File: src/shared/clkdiv_pkg.sv
// Package for the clock divider sequencer: register field layout, reset values and timing.
// Assumes a single 100 MHz core clock; reference clocks arrive as synchronous sampled levels.
package clkdiv_pkg;

  // Mode word field positions
  localparam int MODE_WIDTH         = 9;
  localparam int REF_SOURCE_POS     = 0;
  localparam int DIV_BYPASS_POS     = 1;
  localparam int PRESC_BYPASS_POS   = 2;
  localparam int PRESC_RATIO_POS    = 3;
  localparam int PIN_FUNCTION_POS   = 4;
  localparam int REF_OUT_DIS_POS    = 5;

  // Divisor word; reset values of both words
  localparam int DIVISOR_WIDTH      = 9;
  localparam logic [DIVISOR_WIDTH-1:0] DIVISOR_MAX = 9'h1ff;
  localparam logic [DIVISOR_WIDTH-1:0] DIVISOR_RESET = 9'h000;
  localparam logic [MODE_WIDTH-1:0] MODE_RESET = 9'h034;

  // Stabilisation wait in master clock cycles
  localparam int STAB_CYCLES        = 256;
  localparam int STAB_WIDTH         = 9;

  // Decoded mode fields
  typedef struct packed {
    logic refOutDisable;
    logic pinFunction;
    logic prescRatio;
    logic prescBypass;
    logic divBypass;
    logic refSource;
  } mode_fields_s;

  // Power sequencer states
  typedef enum logic [2:0] {
    PWR_OFF,
    PWR_STAB,
    PWR_REFON,
    PWR_RUN,
    PWR_GATEOFF,
    PWR_MAINHIZ
  } pwr_state_e;

endpackage

File: src/design/clkdiv_counter.sv
// Programmable divider: divides master-clock enable pulses by divisor code plus 2.
// Assumes tick is a one-cycle master clock enable; clear restarts from the reset state.
`timescale 1ns/100ps
`default_nettype none
module clkdiv_counter
  import clkdiv_pkg::*;
#(
  parameter int WIDTH = clkdiv_pkg::DIVISOR_WIDTH
) (
  // Clock and reset
  input  wire logic             core_clk,
  input  wire logic             rst_n,
  // Control
  input  wire logic             tick,
  input  wire logic             clear,
  input  wire logic [WIDTH-1:0] divisor,
  // Result
  output logic                  divOut,
  output logic                  wrap
);
  logic [WIDTH:0] count_reg;
  logic [WIDTH:0] terminal;
  logic [WIDTH:0] half;

  // Terminal count is divisor code plus one, so the period is code plus 2
  assign terminal = {1'b0, divisor} + {{WIDTH{1'b0}}, 1'b1};
  // High slots per period, rounded up; a cleared counter rises on its first tick, which
  // keeps the restart after the gate within one master period
  assign half = (terminal + {{(WIDTH-1){1'b0}}, 2'b10}) >> 1;
  assign wrap = tick && (count_reg == terminal);

  // Count master ticks; output high for the first half of each period
  always_ff @(posedge core_clk) begin
    if (!rst_n || clear) begin
      count_reg <= '0;
      divOut    <= 1'b0;
    end else if (tick) begin
      if (count_reg == terminal) begin
        count_reg <= '0;
      end else begin
        count_reg <= count_reg + 1'b1;
      end
      divOut <= (count_reg < half);
    end
  end
endmodule
`default_nettype wire

File: src/design/clock_sequencer.sv
// Clock generator core: reference select, prescaler, divider and enabling sequencer.
// Assumes reference clocks are sampled levels synchronous to core_clk (well below 50 MHz).
`timescale 1ns/100ps
`default_nettype none
module clock_sequencer
  import clkdiv_pkg::*;
#(
  parameter int STAB_COUNT = clkdiv_pkg::STAB_CYCLES
) (
  // Clock and reset
  input  wire logic                                core_clk,
  input  wire logic                                rst_n,
  // Configuration words
  input  wire logic [clkdiv_pkg::MODE_WIDTH-1:0]    mode_word,
  input  wire logic [clkdiv_pkg::DIVISOR_WIDTH-1:0] divisor_word,
  // Reference sources
  input  wire logic                                internal_oscillator,
  input  wire logic                                external_oscillator_input,
  // Control pins
  input  wire logic                                multi_function_pin,
  input  wire logic                                outputGate,
  // Main output pin
  output logic                                     mainOut,
  output logic                                     mainOutEn,
  // Reference clock pin
  output logic                                     reference_clock_pin,
  output logic                                     refOutEn,
  // Oscillator enable
  output logic                                     oscEnable
);
  import clkdiv_pkg::*;

  mode_fields_s mode;
  assign mode = mode_fields_s'({mode_word[REF_OUT_DIS_POS], mode_word[PIN_FUNCTION_POS],
                                mode_word[PRESC_RATIO_POS], mode_word[PRESC_BYPASS_POS],
                                mode_word[DIV_BYPASS_POS], mode_word[REF_SOURCE_POS]});

  // Pin function decode
  logic reference_select_input;
  logic powerDownReq;
  assign reference_select_input = mode.pinFunction ? 1'b1 : multi_function_pin;
  assign powerDownReq = mode.pinFunction && !multi_function_pin;

  // Wanted source: 1 means external
  logic wantExt;
  assign wantExt = mode.pinFunction ? mode.refSource : !reference_select_input;

  pwr_state_e pwrState_reg;
  logic forceMax;
  assign forceMax = (pwrState_reg == PWR_STAB);

  // Prescaler on the internal oscillator, edge detect and toggle dividers
  logic oscPrev_reg;
  logic [1:0] presc_reg;
  always_ff @(posedge core_clk) begin
    if (!rst_n) begin
      oscPrev_reg <= 1'b0;
      presc_reg   <= 2'b00;
    end else if (oscEnable) begin
      oscPrev_reg <= internal_oscillator;
      if (internal_oscillator && !oscPrev_reg) begin
        presc_reg <= presc_reg + 2'b01;
      end
    end
  end

  // Internal reference clock choice
  logic useDiv2;
  logic bypassPresc;
  logic internal_reference_clock;
  assign bypassPresc = !forceMax && (mode.prescBypass || mode.divBypass);
  assign useDiv2 = mode.prescRatio && !forceMax;
  always_comb begin
    if (bypassPresc) begin
      internal_reference_clock = internal_oscillator;
    end else if (useDiv2) begin
      internal_reference_clock = presc_reg[0];
    end else begin
      internal_reference_clock = presc_reg[1];
    end
  end

  // External reference comes straight from the oscillator input
  logic external_reference_clock;
  assign external_reference_clock = external_oscillator_input;

  // Sampled copies of both references
  logic intPrev_reg;
  logic extPrev_reg;
  always_ff @(posedge core_clk) begin
    if (!rst_n) begin
      intPrev_reg <= 1'b0;
      extPrev_reg <= 1'b0;
    end else begin
      intPrev_reg <= internal_reference_clock;
      extPrev_reg <= external_reference_clock;
    end
  end
  logic intFall;
  logic intRise;
  assign intFall = intPrev_reg && !internal_reference_clock;
  assign intRise = !intPrev_reg && internal_reference_clock;

  // Glitch-free reference switch
  typedef enum logic [1:0] {SW_INT, SW_HOLD_E, SW_EXT, SW_HOLD_I} sw_state_e;
  sw_state_e swState_reg;
  logic holdDone_reg;
  always_ff @(posedge core_clk) begin
    if (!rst_n) begin
      swState_reg  <= SW_INT;
      holdDone_reg <= 1'b0;
    end else begin
      case (swState_reg)
        SW_INT: begin
          if (wantExt && intFall) begin
            swState_reg  <= SW_HOLD_E;
            holdDone_reg <= 1'b0;
          end
        end
        SW_HOLD_E: begin
          if (intRise) begin
            holdDone_reg <= 1'b1; // Half internal period of low has passed
          end
          if ((holdDone_reg || intRise) && !external_reference_clock) begin
            swState_reg <= SW_EXT;
          end
        end
        SW_EXT: begin
          if (!wantExt && !external_reference_clock) begin
            swState_reg <= SW_HOLD_I; // Level triggered, stalls on high input
          end
        end
        SW_HOLD_I: begin
          if (intFall) begin
            swState_reg <= SW_INT; // Next internal rise passes
          end
        end
        default: begin
          swState_reg <= SW_INT;
        end
      endcase
    end
  end

  // Master clock from the active source, forced low during handover
  logic masterClk;
  always_comb begin
    case (swState_reg)
      SW_INT:  masterClk = internal_reference_clock;
      SW_EXT:  masterClk = external_reference_clock;
      default: masterClk = 1'b0;
    endcase
  end

  logic masterPrev_reg;
  logic masterTick;
  always_ff @(posedge core_clk) begin
    if (!rst_n) begin
      masterPrev_reg <= 1'b0;
    end else begin
      masterPrev_reg <= masterClk;
    end
  end
  assign masterTick = masterClk && !masterPrev_reg && (pwrState_reg != PWR_OFF);

  // Output gate sampled on master rising edges
  logic gateSampled_reg;
  always_ff @(posedge core_clk) begin
    if (!rst_n) begin
      gateSampled_reg <= 1'b0;
    end else if (masterTick) begin
      gateSampled_reg <= outputGate && (pwrState_reg == PWR_RUN);
    end
  end

  // Divider with forced maximum during stabilisation
  logic [DIVISOR_WIDTH-1:0] divisorUsed;
  logic divOut;
  logic divWrap;
  logic divClear;
  assign divisorUsed = forceMax ? DIVISOR_MAX : divisor_word;
  assign divClear = !gateSampled_reg && !mainOut; // Divider counter held reset while gated
  clkdiv_counter #(
    .WIDTH(DIVISOR_WIDTH)
  ) u_counter (
    .core_clk(core_clk),
    .rst_n   (rst_n),
    .tick    (masterTick),
    .clear   (divClear),
    .divisor (divisorUsed),
    .divOut  (divOut),
    .wrap    (divWrap)
  );

  // Main output: gated divider, or master clock in divide-by-one; high pulses finish
  logic mainNext;
  always_comb begin
    if (mode.divBypass && !forceMax) begin
      mainNext = masterClk && (gateSampled_reg || mainOut);
    end else if (gateSampled_reg || mainOut) begin
      mainNext = divOut && !(divClear);
    end else begin
      mainNext = 1'b0;
    end
  end
  always_ff @(posedge core_clk) begin
    if (!rst_n) begin
      mainOut <= 1'b0;
    end else if (mode.divBypass && !forceMax) begin
      mainOut <= mainNext;
    end else if (mainOut && !gateSampled_reg) begin
      mainOut <= divOut; // Let the current high pulse complete
    end else begin
      mainOut <= mainNext && gateSampled_reg;
    end
  end

  // Power sequencer with stabilisation counter
  logic [STAB_WIDTH-1:0] stabCount_reg;
  always_ff @(posedge core_clk) begin
    if (!rst_n) begin
      pwrState_reg  <= PWR_STAB;
      stabCount_reg <= '0;
    end else begin
      case (pwrState_reg)
        PWR_OFF: begin
          if (!powerDownReq) begin
            pwrState_reg  <= PWR_STAB;
            stabCount_reg <= '0;
          end
        end
        PWR_STAB: begin
          if (masterTick) begin
            stabCount_reg <= stabCount_reg + 1'b1;
          end
          if (stabCount_reg == STAB_WIDTH'(STAB_COUNT - 1) && masterTick) begin
            pwrState_reg <= PWR_REFON;
          end
        end
        PWR_REFON: begin
          pwrState_reg <= PWR_RUN; // Reference pin enabled before main
        end
        PWR_RUN: begin
          if (powerDownReq) begin
            pwrState_reg <= PWR_GATEOFF;
          end
        end
        PWR_GATEOFF: begin
          if (!mainOut && !gateSampled_reg) begin
            pwrState_reg <= PWR_MAINHIZ;
          end
        end
        PWR_MAINHIZ: begin
          if (!masterClk) begin
            pwrState_reg <= PWR_OFF; // Stop master while low
          end
        end
        default: begin
          pwrState_reg <= PWR_STAB;
        end
      endcase
    end
  end

  // Pin drivers, all registered
  always_ff @(posedge core_clk) begin
    if (!rst_n) begin
      reference_clock_pin <= 1'b0;
      refOutEn            <= 1'b0;
      mainOutEn           <= 1'b0;
      oscEnable           <= 1'b1;
    end else begin
      reference_clock_pin <= masterClk && (pwrState_reg inside {PWR_RUN, PWR_GATEOFF});
      refOutEn  <= !mode.refOutDisable && (pwrState_reg inside
                   {PWR_REFON, PWR_RUN, PWR_GATEOFF, PWR_MAINHIZ});
      mainOutEn <= (pwrState_reg == PWR_RUN) || (pwrState_reg == PWR_GATEOFF);
      oscEnable <= (pwrState_reg != PWR_OFF);
    end
  end

  // Checks
  a_div_period: assert property (@(posedge core_clk) disable iff (!rst_n)
    (divWrap && !divClear) |=> !divOut)
    else $error("divider output still high after its wrap");
  a_gated_clear: assert property (@(posedge core_clk) disable iff (!rst_n)
    (!gateSampled_reg && !mainOut) |=> !divOut)
    else $error("divider not held in reset while gated");
  a_gate_off_low: assert property (@(posedge core_clk) disable iff (!rst_n)
    (!gateSampled_reg && !mainOut && !mode.divBypass) |=> !mainOut)
    else $error("main output rose while gated off");
  a_pd_main_hiz: assert property (@(posedge core_clk) disable iff (!rst_n)
    (pwrState_reg == PWR_OFF) |=> !mainOutEn)
    else $error("main output driven in power-down");
  a_pd_ref_hiz: assert property (@(posedge core_clk) disable iff (!rst_n)
    (pwrState_reg == PWR_OFF) |=> !refOutEn)
    else $error("reference pin driven in power-down");
  a_ref_dis: assert property (@(posedge core_clk) disable iff (!rst_n)
    mode.refOutDisable |=> !refOutEn)
    else $error("reference pin driven while disabled");
  a_no_pd_sel: assert property (@(posedge core_clk) disable iff (!rst_n)
    (!mode.pinFunction && pwrState_reg == PWR_RUN) |=> pwrState_reg == PWR_RUN)
    else $error("power-down taken in select mode");
  a_ext_low: assert property (@(posedge core_clk) disable iff (!rst_n)
    (swState_reg == SW_HOLD_E) |=>
      (swState_reg == SW_EXT) |-> !$past(external_reference_clock))
    else $error("external routed while high");
  a_stab_force: assert property (@(posedge core_clk) disable iff (!rst_n)
    (pwrState_reg == PWR_STAB) |-> (divisorUsed == DIVISOR_MAX) ##1 (!mainOutEn && !refOutEn))
    else $error("outputs enabled or divisor not forced during stabilisation");
  a_ref_first: assert property (@(posedge core_clk) disable iff (!rst_n)
    $rose(mainOutEn) |-> (refOutEn || mode.refOutDisable))
    else $error("main output enabled before the reference output");
endmodule
`default_nettype wire

File: config.mk
export PLATFORM = sky130hd
export DESIGN_NAME = clock_sequencer
export DESIGN_NICKNAME = d
export VERILOG_FILES = /design/src/shared/clkdiv_pkg.sv /design/src/design/clkdiv_counter.sv /design/src/design/clock_sequencer.sv
export SDC_FILE = /design/constraint.sdc
export NUM_CORES = 1
export LEC_CHECK = 0
export ABC_AREA = 1
export BUFFER_PORTS_ARGS = -buffer_cell sky130_fd_sc_hd__buf_2
export CAP_MARGIN = 20
export CORE_AREA = 2 2 83 85
export CTS_CLUSTER_DIAMETER = 120
export DETAILED_ROUTE_END_ITERATION = 12
export DIE_AREA = 0 0 85 87
export PLACE_DENSITY = 0.7
export SLEW_MARGIN = 20
export SYNTH_ARGS = -nofsm -noshare
export SYNTH_HDL_FRONTEND = slang
export SYNTH_HIERARCHICAL = 1
export SYNTH_SLANG_ARGS = --single-unit
File: constraint.sdc
create_clock -name core_clk -period 4 [get_ports core_clk]
set_clock_uncertainty 0.05 [all_clocks]
set_input_delay 0.4 -clock core_clk [delete_from_list [all_inputs] [get_ports core_clk]]
set_output_delay 0.4 -clock core_clk [all_outputs]
set_load 0.05 [all_outputs]
Word level (Yosys, flattened, before mapping)
Cells that the tools add are included.
Widths: inputs -> output; s select.
- memories: 0
- register bits after elaboration: 37
- word-level logic and storage cells: 123
- output and inout bits: 5
- bits of input ports: 24
- latch bits: 0
- memory bits (writable): 0
- bits in read-only memories: 0
- reductions and logical operators: 52
- multiplexer cells: 28
- shifts and indexed selects: 0
- $lt $le $gt $ge: 1
- bitwise operators: 0
- divide/modulo/power cells: 0
- $add $sub $neg: 5
- eq/ne operators: 21
- multipliers: 0
- operators by type and width (cell ; count):
    $mux 9 ; 3
    $logic_and 1x1->1 ; 21
    $ne 2x2->1 const B ; 9
    $pmux 3 s6 ; 1
    $pmux 9 s2 ; 1
    $mux 3 ; 5
    $logic_not 1->1 ; 14
    $add 10x1->10 const B ; 1
    $add 10x2->10 const B ; 1
    $add 9x1->10 const B ; 1
    $eq 10x10->1 ; 1
    $lt 10x9->1 ; 1
    $mux 1 ; 10
    $mux 10 ; 1
    $add 9x1->9 const B ; 1
    $eq 9x8->1 const B ; 1
    $mux 2 ; 4
    $pmux 2 s4 ; 1
    $eq 3x2->1 const B ; 2
    $eq 3x3->1 const B ; 2
    $reduce_and 3->1 ; 2
    $reduce_bool 2->1 ; 3
    $logic_or 1x1->1 ; 5
    $reduce_and 5->1 ; 1
    other kinds (12) ; 15

Longest topological paths before layout
Gate-level depths: netlist of run 1.
- depth after elaboration: 11
- gate-level depth with buffers: 26
- depth with buffers taken out: 24

Modules after synthesis
The synthesis of run 1 kept the hierarchy.
- by module, submodules not included (module ; area each (µm²) ; cells an instance ; sequential area each (µm²) ; instances):
    clock_sequencer ; 1483.9 ; 208 ; 520.5 ; 1
    clkdiv_counter ; 1331.3 ; 217 ; 220.2 ; 1

Worst setup path after synthesis of run 1
No wires, ideal clock.
- path type: register -> register
- from: register pwrState_reg[1]
- to: register u_counter.divOut
- setup time: 0.070 ns
- setup slack: 0.893 ns
- stages on the path, launching flop included: 25
- buffers on the path: 2
- clock period less this slack: 3.107 ns
- data required time: 3.880 ns
- data arrival time: 2.987 ns
- cell sequence: dfxtp_1 -> nor2_2 -> nand2_2 -> buf_6 -> inv_1 -> clkbuf_1 -> or2_2 -> ha_1 -> nand2_2 -> nand2_1 -> inv_1 -> ha_1 -> inv_1 -> nor3_2 -> nand2_1 -> o21ai_0 -> nand2_1 -> ha_1 -> nand2_1 -> inv_1 -> nand2_1 -> nand2_1 -> nand2_1 -> nand2_1 -> a21oi_1
- elaborated cells on any way between the ends: 14
- those cells by class: add/sub (2); order compare (1); eq/ne (1); mux (4); reduce/logical (6)
- RTL lines (item ; RTL line ; RTL):
    start, declared ; clock_sequencer.sv:48 ; pwr_state_e pwrState_reg;
    start signal, assigned ; clock_sequencer.sv:222 ; pwrState_reg <= PWR_STAB;
    start signal, assigned ; clock_sequencer.sv:228 ; pwrState_reg <= PWR_STAB;
    start signal, assigned ; clock_sequencer.sv:237 ; pwrState_reg <= PWR_REFON;
    $eq 3x1->1 ; clock_sequencer.sv:50 ; assign forceMax = (pwrState_reg == PWR_STAB);
    $mux 9 ; clock_sequencer.sv:181 ; assign divisorUsed = forceMax ? DIVISOR_MAX : divisor_word;
    named net divisorUsed[0] ; clock_sequencer.sv:177 ; logic [DIVISOR_WIDTH-1:0] divisorUsed;
    $add 9x1->10 ; clkdiv_counter.sv:26 ; assign terminal = {1'b0, divisor} + {{WIDTH{1'b0}}, 1'b1};
    $add 10x2->10 ; clkdiv_counter.sv:29 ; assign half = (terminal + {{(WIDTH-1){1'b0}}, 2'b10}) >> 1;
    $lt 10x9->1 ; clkdiv_counter.sv:43 ; divOut <= (count_reg < half);
    end signal, assigned ; clkdiv_counter.sv:43 ;
    end, declared ; clkdiv_counter.sv:18 ; output logic divOut,
The timed path passes the listed nets, and every way through them passes these cells.
A chain may end at the register's enable or synchronous reset.

Final worst setup path of run 1
Same ends and word-level chain as after synthesis.

==> run_results.csv, run 1 <==
group,metric,value,unit
worst_setup_path,worstSetupEndpointType,"flip-flop",
timing,max_freq,299,MHz
final_layout,antenna_cells,0,
synth,synthCells,417,
synth,synth_nets,458,
detailed_routing,via_per_inst,4.88,
timing,layout_min_cycle_time,3.35,ns
detailed_routing,finalWirelength,5590,µm
cts,cts_setup_buffers,0,
final_layout,fillCellCount,650,
cts,cts-root-buf,"clkbuf_8",
final_layout,area_delta_synth_final,10.4,%
timing,relSlewSlack,0.698,
pwr,clkPwrFrac,0.121,
final_layout,multiInputGateArea,1750,µm²
timing,slew_viol_final,0,
pwr,power_density,763,nW/µm²
detailed_routing,drt_iter0_markers,65,
timing,period_share,0.837,
placed_design,port_buffers,25,
timing,setup_viol,0,
grt,track_usage,0.158,
pwr,p_sw,0.00120,W
flow_run,cap_violations,0,
detailed_routing,wl_per_cell,10.6,µm
grt,grt_pass1_vias,2321,
detailed_routing,vias,2568,
grt,antenna_found_initial,0,
floorplanning,die_x,85,µm
pwr,p_leak,1.48,nW
cts,cts_hold_buf,0,
worst_setup_path,worstSetupPathType,"flip-flop to flip-flop",
cts,cts_buffers,5,
worst_setup_path,crit_chain,"nor2_2, nand2_2, inv_1, or2_2, ha_1, nand2_2, nand2_1, inv_1, ha_1, inv_1, nor3_2, nand2_1, o21ai_0, nand2_1, ha_1, nand2_1, inv_1, nand2_1, nand2_1, nand2_1, nand2_1, a21oi_1",
timing,rsz0062_at_grt,"false",
worst_setup_path,cp_slowest_cell,"dfxtp_1",
floorplanning,coreArea,6570,µm²
cts,clkLatencyLatePin,0.29,ns
worst_setup_path,start_kind,"flip-flop",
run_status,outcome,"finished, final reports clean",
timing,hold_slack,0.218,ns
synth,synthesis.area,2780,µm²
floorplanning,die_area,7400,µm²
cts,cts_tree,"built",
final_layout,final_cells,526,
worst_setup_path,cp_data_arrival_time,3.52,ns
grt,grt_first_pass_wirelength,9620,µm
cts,cts_resized,0,
final_layout,largest_reg_flops,10,
floorplanning,num_rows,30,
final_layout,layout.nets,486,
cts,htree_levels,2,
pwr,report.power.total,0.00234,W
pwr,p_comb_frac,0.672,
placed_design,place_congestion,0.894,
final_layout,seq_area,741,µm²
hold_path,min_path_type,"primary input to flip-flop",
detailed_routing,drc,0,
worst_setup_path,crit_required,4.17,ns
grt,grt_max_degree,13,
floorplanning,io-pin-count,29,
pwr,pwr-share-seq,0.207,
placed_design,dp.cells,518,
pwr,p_int,0.00114,W
grt,grt_overflow,0,
cts,cts.clk_slew.worst_paths,0.07,ns
timing,hold_viol,0,
cts,cts_num_sinks,37,
worst_setup_path,path_common_cell,"nand2_1",
worst_setup_path,max_stage_delay,0.45,ns
cts,cts_buffer_depth,2,
synth,syn_avg_cell_area,6.66,µm²
detailed_routing,ant_nets,0,
floorplanning,start_util,0.423,
detailed_routing,dr.pass1.iters,4,
timing,final.setup.tns,0,ns
pwr,vdd_drop_max,0.427,mV
pwr,p_sw_frac,0.514,
worst_setup_path,crit_path_max_fanout,11,
timing,worst_slew_pin_slew,0.449,ns
floorplanning,die_y,87,µm
final_layout,layout-drive-gt1-share,0.184,
placed_design,dpl.hpwl,4430,µm
synth,yosysWarnings,6,
-- worst paths after layout --
check | start | end | slack [ns] | cells past startpoint
setup / recovery | pwrState_reg[1]$_SDFFE_PN0P_ | u_counter/divOut$_SDFFE_PP0P_ | 0.65 | 22
hold / removal | mode_word[5] | refOutEn$_SDFF_PN0_ | 0.22 | 2
setup reg to reg | pwrState_reg[1]$_SDFFE_PN0P_ | u_counter/divOut$_SDFFE_PP0P_ | 0.65 | 22
hold reg to reg | oscPrev_reg$_SDFFE_PN0P_ | oscPrev_reg$_SDFFE_PN0P_ | 0.41 | 2
-- layout by cell type, fill, tap and decap left out --
cell type / count
nor3_2: 2
clkinv_2: 1
nor4_1: 1
nand3_2: 6
inv_1: 65
nor2_4: 2
xnor2_1: 5
ha_1: 17
nand2_2: 9
or2_1: 1
buf_2: 25
o21ai_2: 2
nor2_2: 7
and2_4: 1
nand4_2: 1
and3_1: 1
clkbuf_8: 7
nand3_4: 2
nand2_1: 98
nand3b_2: 1
a21oi_1: 24
o31ai_1: 1
nand4_1: 6
a21oi_2: 1
o211ai_1: 1
o21ai_0: 17
dfxtp_1: 37
nand3_1: 28
buf_4: 1
xor2_1: 9
or2_2: 9
nor2_1: 41
nand2_4: 5
a211oi_1: 1
nor3_1: 10
nand3b_1: 1
-- stage by stage --
stage / utilization / instance area [µm²] / setup WS [ns]
floorplan: - / 2780 / 0.893
global placement: 0.451 / 2970 / 0.719
detailed placement: 0.451 / 2970 / 0.705
CTS: 0.467 / 3070 / 0.669
global route: 0.467 / 3070 / 0.371
finish: 0.467 / 3070 / 0.654
-- layer usage --
layer  share of wire  global-route usage
met3           0.040              0.0284
met5               0                   0
met2            0.48               0.284
met4          0.0052              0.0476
met1            0.47               0.190
-- power by group through the flow --
| stage | Sequential, W | Combinational, W | Clock, W |
|---|---|---|---|
| 2_1_floorplan | 0.000508 | 0.00132 | 0 |
| 3_3_place_gp | 0.000491 | 0.00153 | 0 |
| 3_5_place_dp | 0.000493 | 0.00157 | 0 |
| 4_1_cts | 0.000486 | 0.00158 | 0.000297 |
| 5_1_grt | 0.000496 | 0.00180 | 0.000310 |
| 6_report | 0.000485 | 0.00157 | 0.000282 |
-- cell type report --
cell class | count | area share
Inverter | 65 | 0.0796
Tap cell | 80 | 0.0326
Clock inverter | 1 | 0.00163
Sequential cell | 37 | 0.242
Clock buffer | 7 | 0.0314
Timing Repair Buffer | 26 | 0.0432
Multi-Input combinational cell | 310 | 0.570
-- worst max-delay path, delay by kind of cell (launching register included) --
family          cells  cell delay, ns
compound gates      2            0.27
simple gates       13            1.54
buf+inv             4            0.30
flops               1            0.45
fa+ha+maj           3            0.66
No activity file was read; power rests on OpenSTA's default activity.
==> inputs of run 2 (changes only) <==
PLACE_DENSITY = 0.72   (was 0.7)
clock period = 2.9 ns   (was 4 ns; I/O delays follow)
==> run 2 against run 1 <==
Net effect: sequential share of layout area shrank 1.2 points; critical path type unchanged; hold slack lost 0.11 ns; non-clock buffer count grew 19; clock power grew 21%; critical path depth grew 2; highest routed layer unchanged; die area is the same; global-route usage shrank 0.12 points; routed wire length grew 0.93%; clock-buffer cell count shrank 1; utilization grew 3.0 points; largest power group unchanged; power grew 54%.
==> run_results.csv, run 2 (synthesized netlist as in run 1, its figures left out) <==
group,metric,value,unit
run_status,outcome,"finished, final reports clean",
cts,cts_num_sinks,37,
cts,clkLatencyLatePin,0.29,ns
worst_setup_path,cp_slowest_cell,"dfxtp_4",
cts,cts-root-buf,"clkbuf_8",
pwr,vdd_drop_max,0.742,mV
placed_design,pre_cts_ws,0.0391,ns
grt,antenna_found_initial,0,
final_layout,multiInputGateArea,1810,µm²
final_layout,layout.nets,505,
timing,hold_slack,0.106,ns
final_layout,final_cell_mix,"nand2_1, inv_1, nor2_1",
grt,grt_pass1_vias,2398,
worst_setup_path,crit_required,3.07,ns
detailed_routing,wl_per_cell,10.3,µm
worst_setup_path,start_kind,"flip-flop",
final_layout,antenna_cells,0,
grt,grt_use_met1,0.172,
grt,grt_overflow,0,
cts,cts.clk_slew.worst_paths,0.07,ns
timing,hold_viol,0,
grt,busiest_layer,"met2",
final_layout,area_delta_synth_final,17.6,%
timing,period_share,0.942,
floorplanning,start_util,0.423,
timing,final.setup.tns,0,ns
floorplanning,io-pin-count,29,
hold_path,hp-start,"mode_word[5]",
floorplanning,die_x,85,µm
detailed_routing,vias,2631,
final_layout,final_common_cell,"nand2_1",
worst_setup_path,reg2reg_to,"u_counter/divOut$_SDFFE_PP0P_",
worst_setup_path,r2r_start,"pwrState_reg[2]$_SDFFE_PN0P_",
cts,cts_buffer_depth,2,
timing,worst_slack,0.167,ns
worst_setup_path,r2r_slack,0.17,ns
worst_setup_path,crit_path_max_fanout,5,
final_layout,final_cells,545,
worst_setup_path,rr_worst_depth,24,
placed_design,place_congestion,0.916,
cts,cts_tree,"built",
pwr,report.power.total,0.00361,W
grt,grt_use_met3,0.0256,
hold_path,whs_endpoint,"refOutEn$_SDFF_PN0_",
grt,use_met2,0.305,
timing,worst_slew_pin_slew,0.426,ns
pwr,p_leak,1.58,nW
floorplanning,die_area,7400,µm²
timing,relSlewSlack,0.716,
timing,max_freq,366,MHz
worst_setup_path,critical_path.n_buffers_inverters,6,
detailed_routing,finalWirelength,5640,µm
cts,cts_buffers,5,
grt,grt_max_degree,13,
final_layout,fillCellCount,654,
final_layout,seq_area,748,µm²
grt,track_usage,0.156,
flow_run,cap_violations,0,
floorplanning,num_rows,30,
timing,layout_min_cycle_time,2.73,ns
worst_setup_path,worstSetupPathType,"flip-flop to flip-flop",
worst_setup_path,max_stage_delay,0.38,ns
floorplanning,coreArea,6570,µm²
worst_setup_path,path_common_cell,"nand2_1",
floorplanning,die_y,87,µm
detailed_routing,drt_iter0_markers,99,
worst_setup_path,cpLargestDelayFamily,"simple AND/OR/NAND/NOR gates",
hold_path,worstHoldPathCells,2,
worst_setup_path,crit_chain,"nor2_4, nand2_2, inv_4, or2_4, ha_4, inv_1, nand2_1, nand2_2, inv_2, ha_1, inv_2, nor3_2, buf_4, xnor2_2, ha_1, nand2_1, inv_1, nand2_1, nand2_1, nand2_1, nand2_1, nand2_1, nand2_1, a21oi_1",
final_layout,layout-drive-gt1-share,0.249,
timing,setup_viol,0,
timing,slew_viol_final,0,
placed_design,port_buffers,25,
placed_design,dp.cells,525,
grt,grt_first_pass_wirelength,9650,µm
final_layout,largest_reg_flops,10,
hold_path,min_path_type,"primary input to flip-flop",
detailed_routing,drc,0,
detailed_routing,dr.pass1.iters,4,
cts,htree_levels,2,
worst_setup_path,cp_data_arrival_time,2.90,ns
pwr,power_density,1110,nW/µm²
detailed_routing,via_per_inst,4.83,
detailed_routing,ant_nets,0,
worst_setup_path,worstSetupEndpointType,"flip-flop",
placed_design,dpl.hpwl,4420,µm
-- run 2: cell count changes in the layout (fill, tap and decap cells not counted), sizes merged --
cell,delta
clkinv,+1
clkbuf,-1
buf,+19
-- run 2: per-stage QoR --
| stage | cell area [µm²] | utilization |
|---|---|---|
| global route | 3270 | 0.497 |
| CTS | 3120 | 0.475 |
| global placement | 3030 | 0.461 |
| detailed placement | 3030 | 0.461 |
| finish | 3270 | 0.497 |
| floorplan | 2800 | - |
-- run 2: cell type report --
class | count | share of cell area
clock buffers | 6 | 0.0222
clock inverters | 2 | 0.00307
well taps | 80 | 0.0307
inverters | 65 | 0.0755
multi-input cells | 310 | 0.554
repair buffers | 45 | 0.0854
flip-flops and latches | 37 | 0.229
-- run 2: worst max-delay path by stage --
stage	end	cells past startpoint	slack (ns)	start
6_report	u_counter/divOut$_SDFFE_PP0P_	24	0.17	pwrState_reg[2]$_SDFFE_PN0P_
5_1_grt	u_counter/divOut$_SDFFE_PP0P_	22	-0.04	pwrState_reg[1]$_SDFFE_PN0P_
4_1_cts	u_counter/divOut$_SDFFE_PP0P_	20	0.008	pwrState_reg[1]$_SDFFE_PN0P_
3_5_place_dp	u_counter/divOut$_SDFFE_PP0P_	20	0.04	pwrState_reg[1]$_SDFFE_PN0P_
3_3_place_gp	u_counter/divOut$_SDFFE_PP0P_	20	0.08	pwrState_reg[1]$_SDFFE_PN0P_
2_1_floorplan	u_counter/divOut$_SDFFE_PP0P_	24	0.006	pwrState_reg[1]$_SDFFE_PN0P_
-- run 2: worst reg2reg max path, stage by stage, from the launching register on --
cell and delay [ns]:
dfxtp_4 0.38, nor2_4 0.04, nand2_2 0.08, inv_4 0.06
or2_4 0.27, ha_4 0.18, inv_1 0.05, nand2_1 0.07
nand2_2 0.07, inv_2 0.04, ha_1 0.17, inv_2 0.08
nor3_2 0.05, buf_4 0.14, xnor2_2 0.12, ha_1 0.28
nand2_1 0.06, inv_1 0.03, nand2_1 0.06, nand2_1 0.05
nand2_1 0.05, nand2_1 0.05, nand2_1 0.05, nand2_1 0.05
a21oi_1 0.14
-- run 2: routing by layer --
metal  wire length, µm  part of all wire
met1              2510              0.45
met2              2890              0.51
met3               175             0.031
met4                66             0.012
met5                 0                 0
-- run 2: report_power, final --
part	internal (W)	leakage, nW	switching, W
clock	0.000166	0.0450	0.000174
sequential	0.000604	0.302	0.0000656
combinational	0.00107	1.23	0.00154
-- run 2: timing repair --
action                     in CTS  in global routing
gates cloned                    0                  0
setup buffers                   1                 11
pin swaps                       1                 15
setup endpoints to repair       1                  1
hold buffers                    0                  0
resized for setup               0                 23
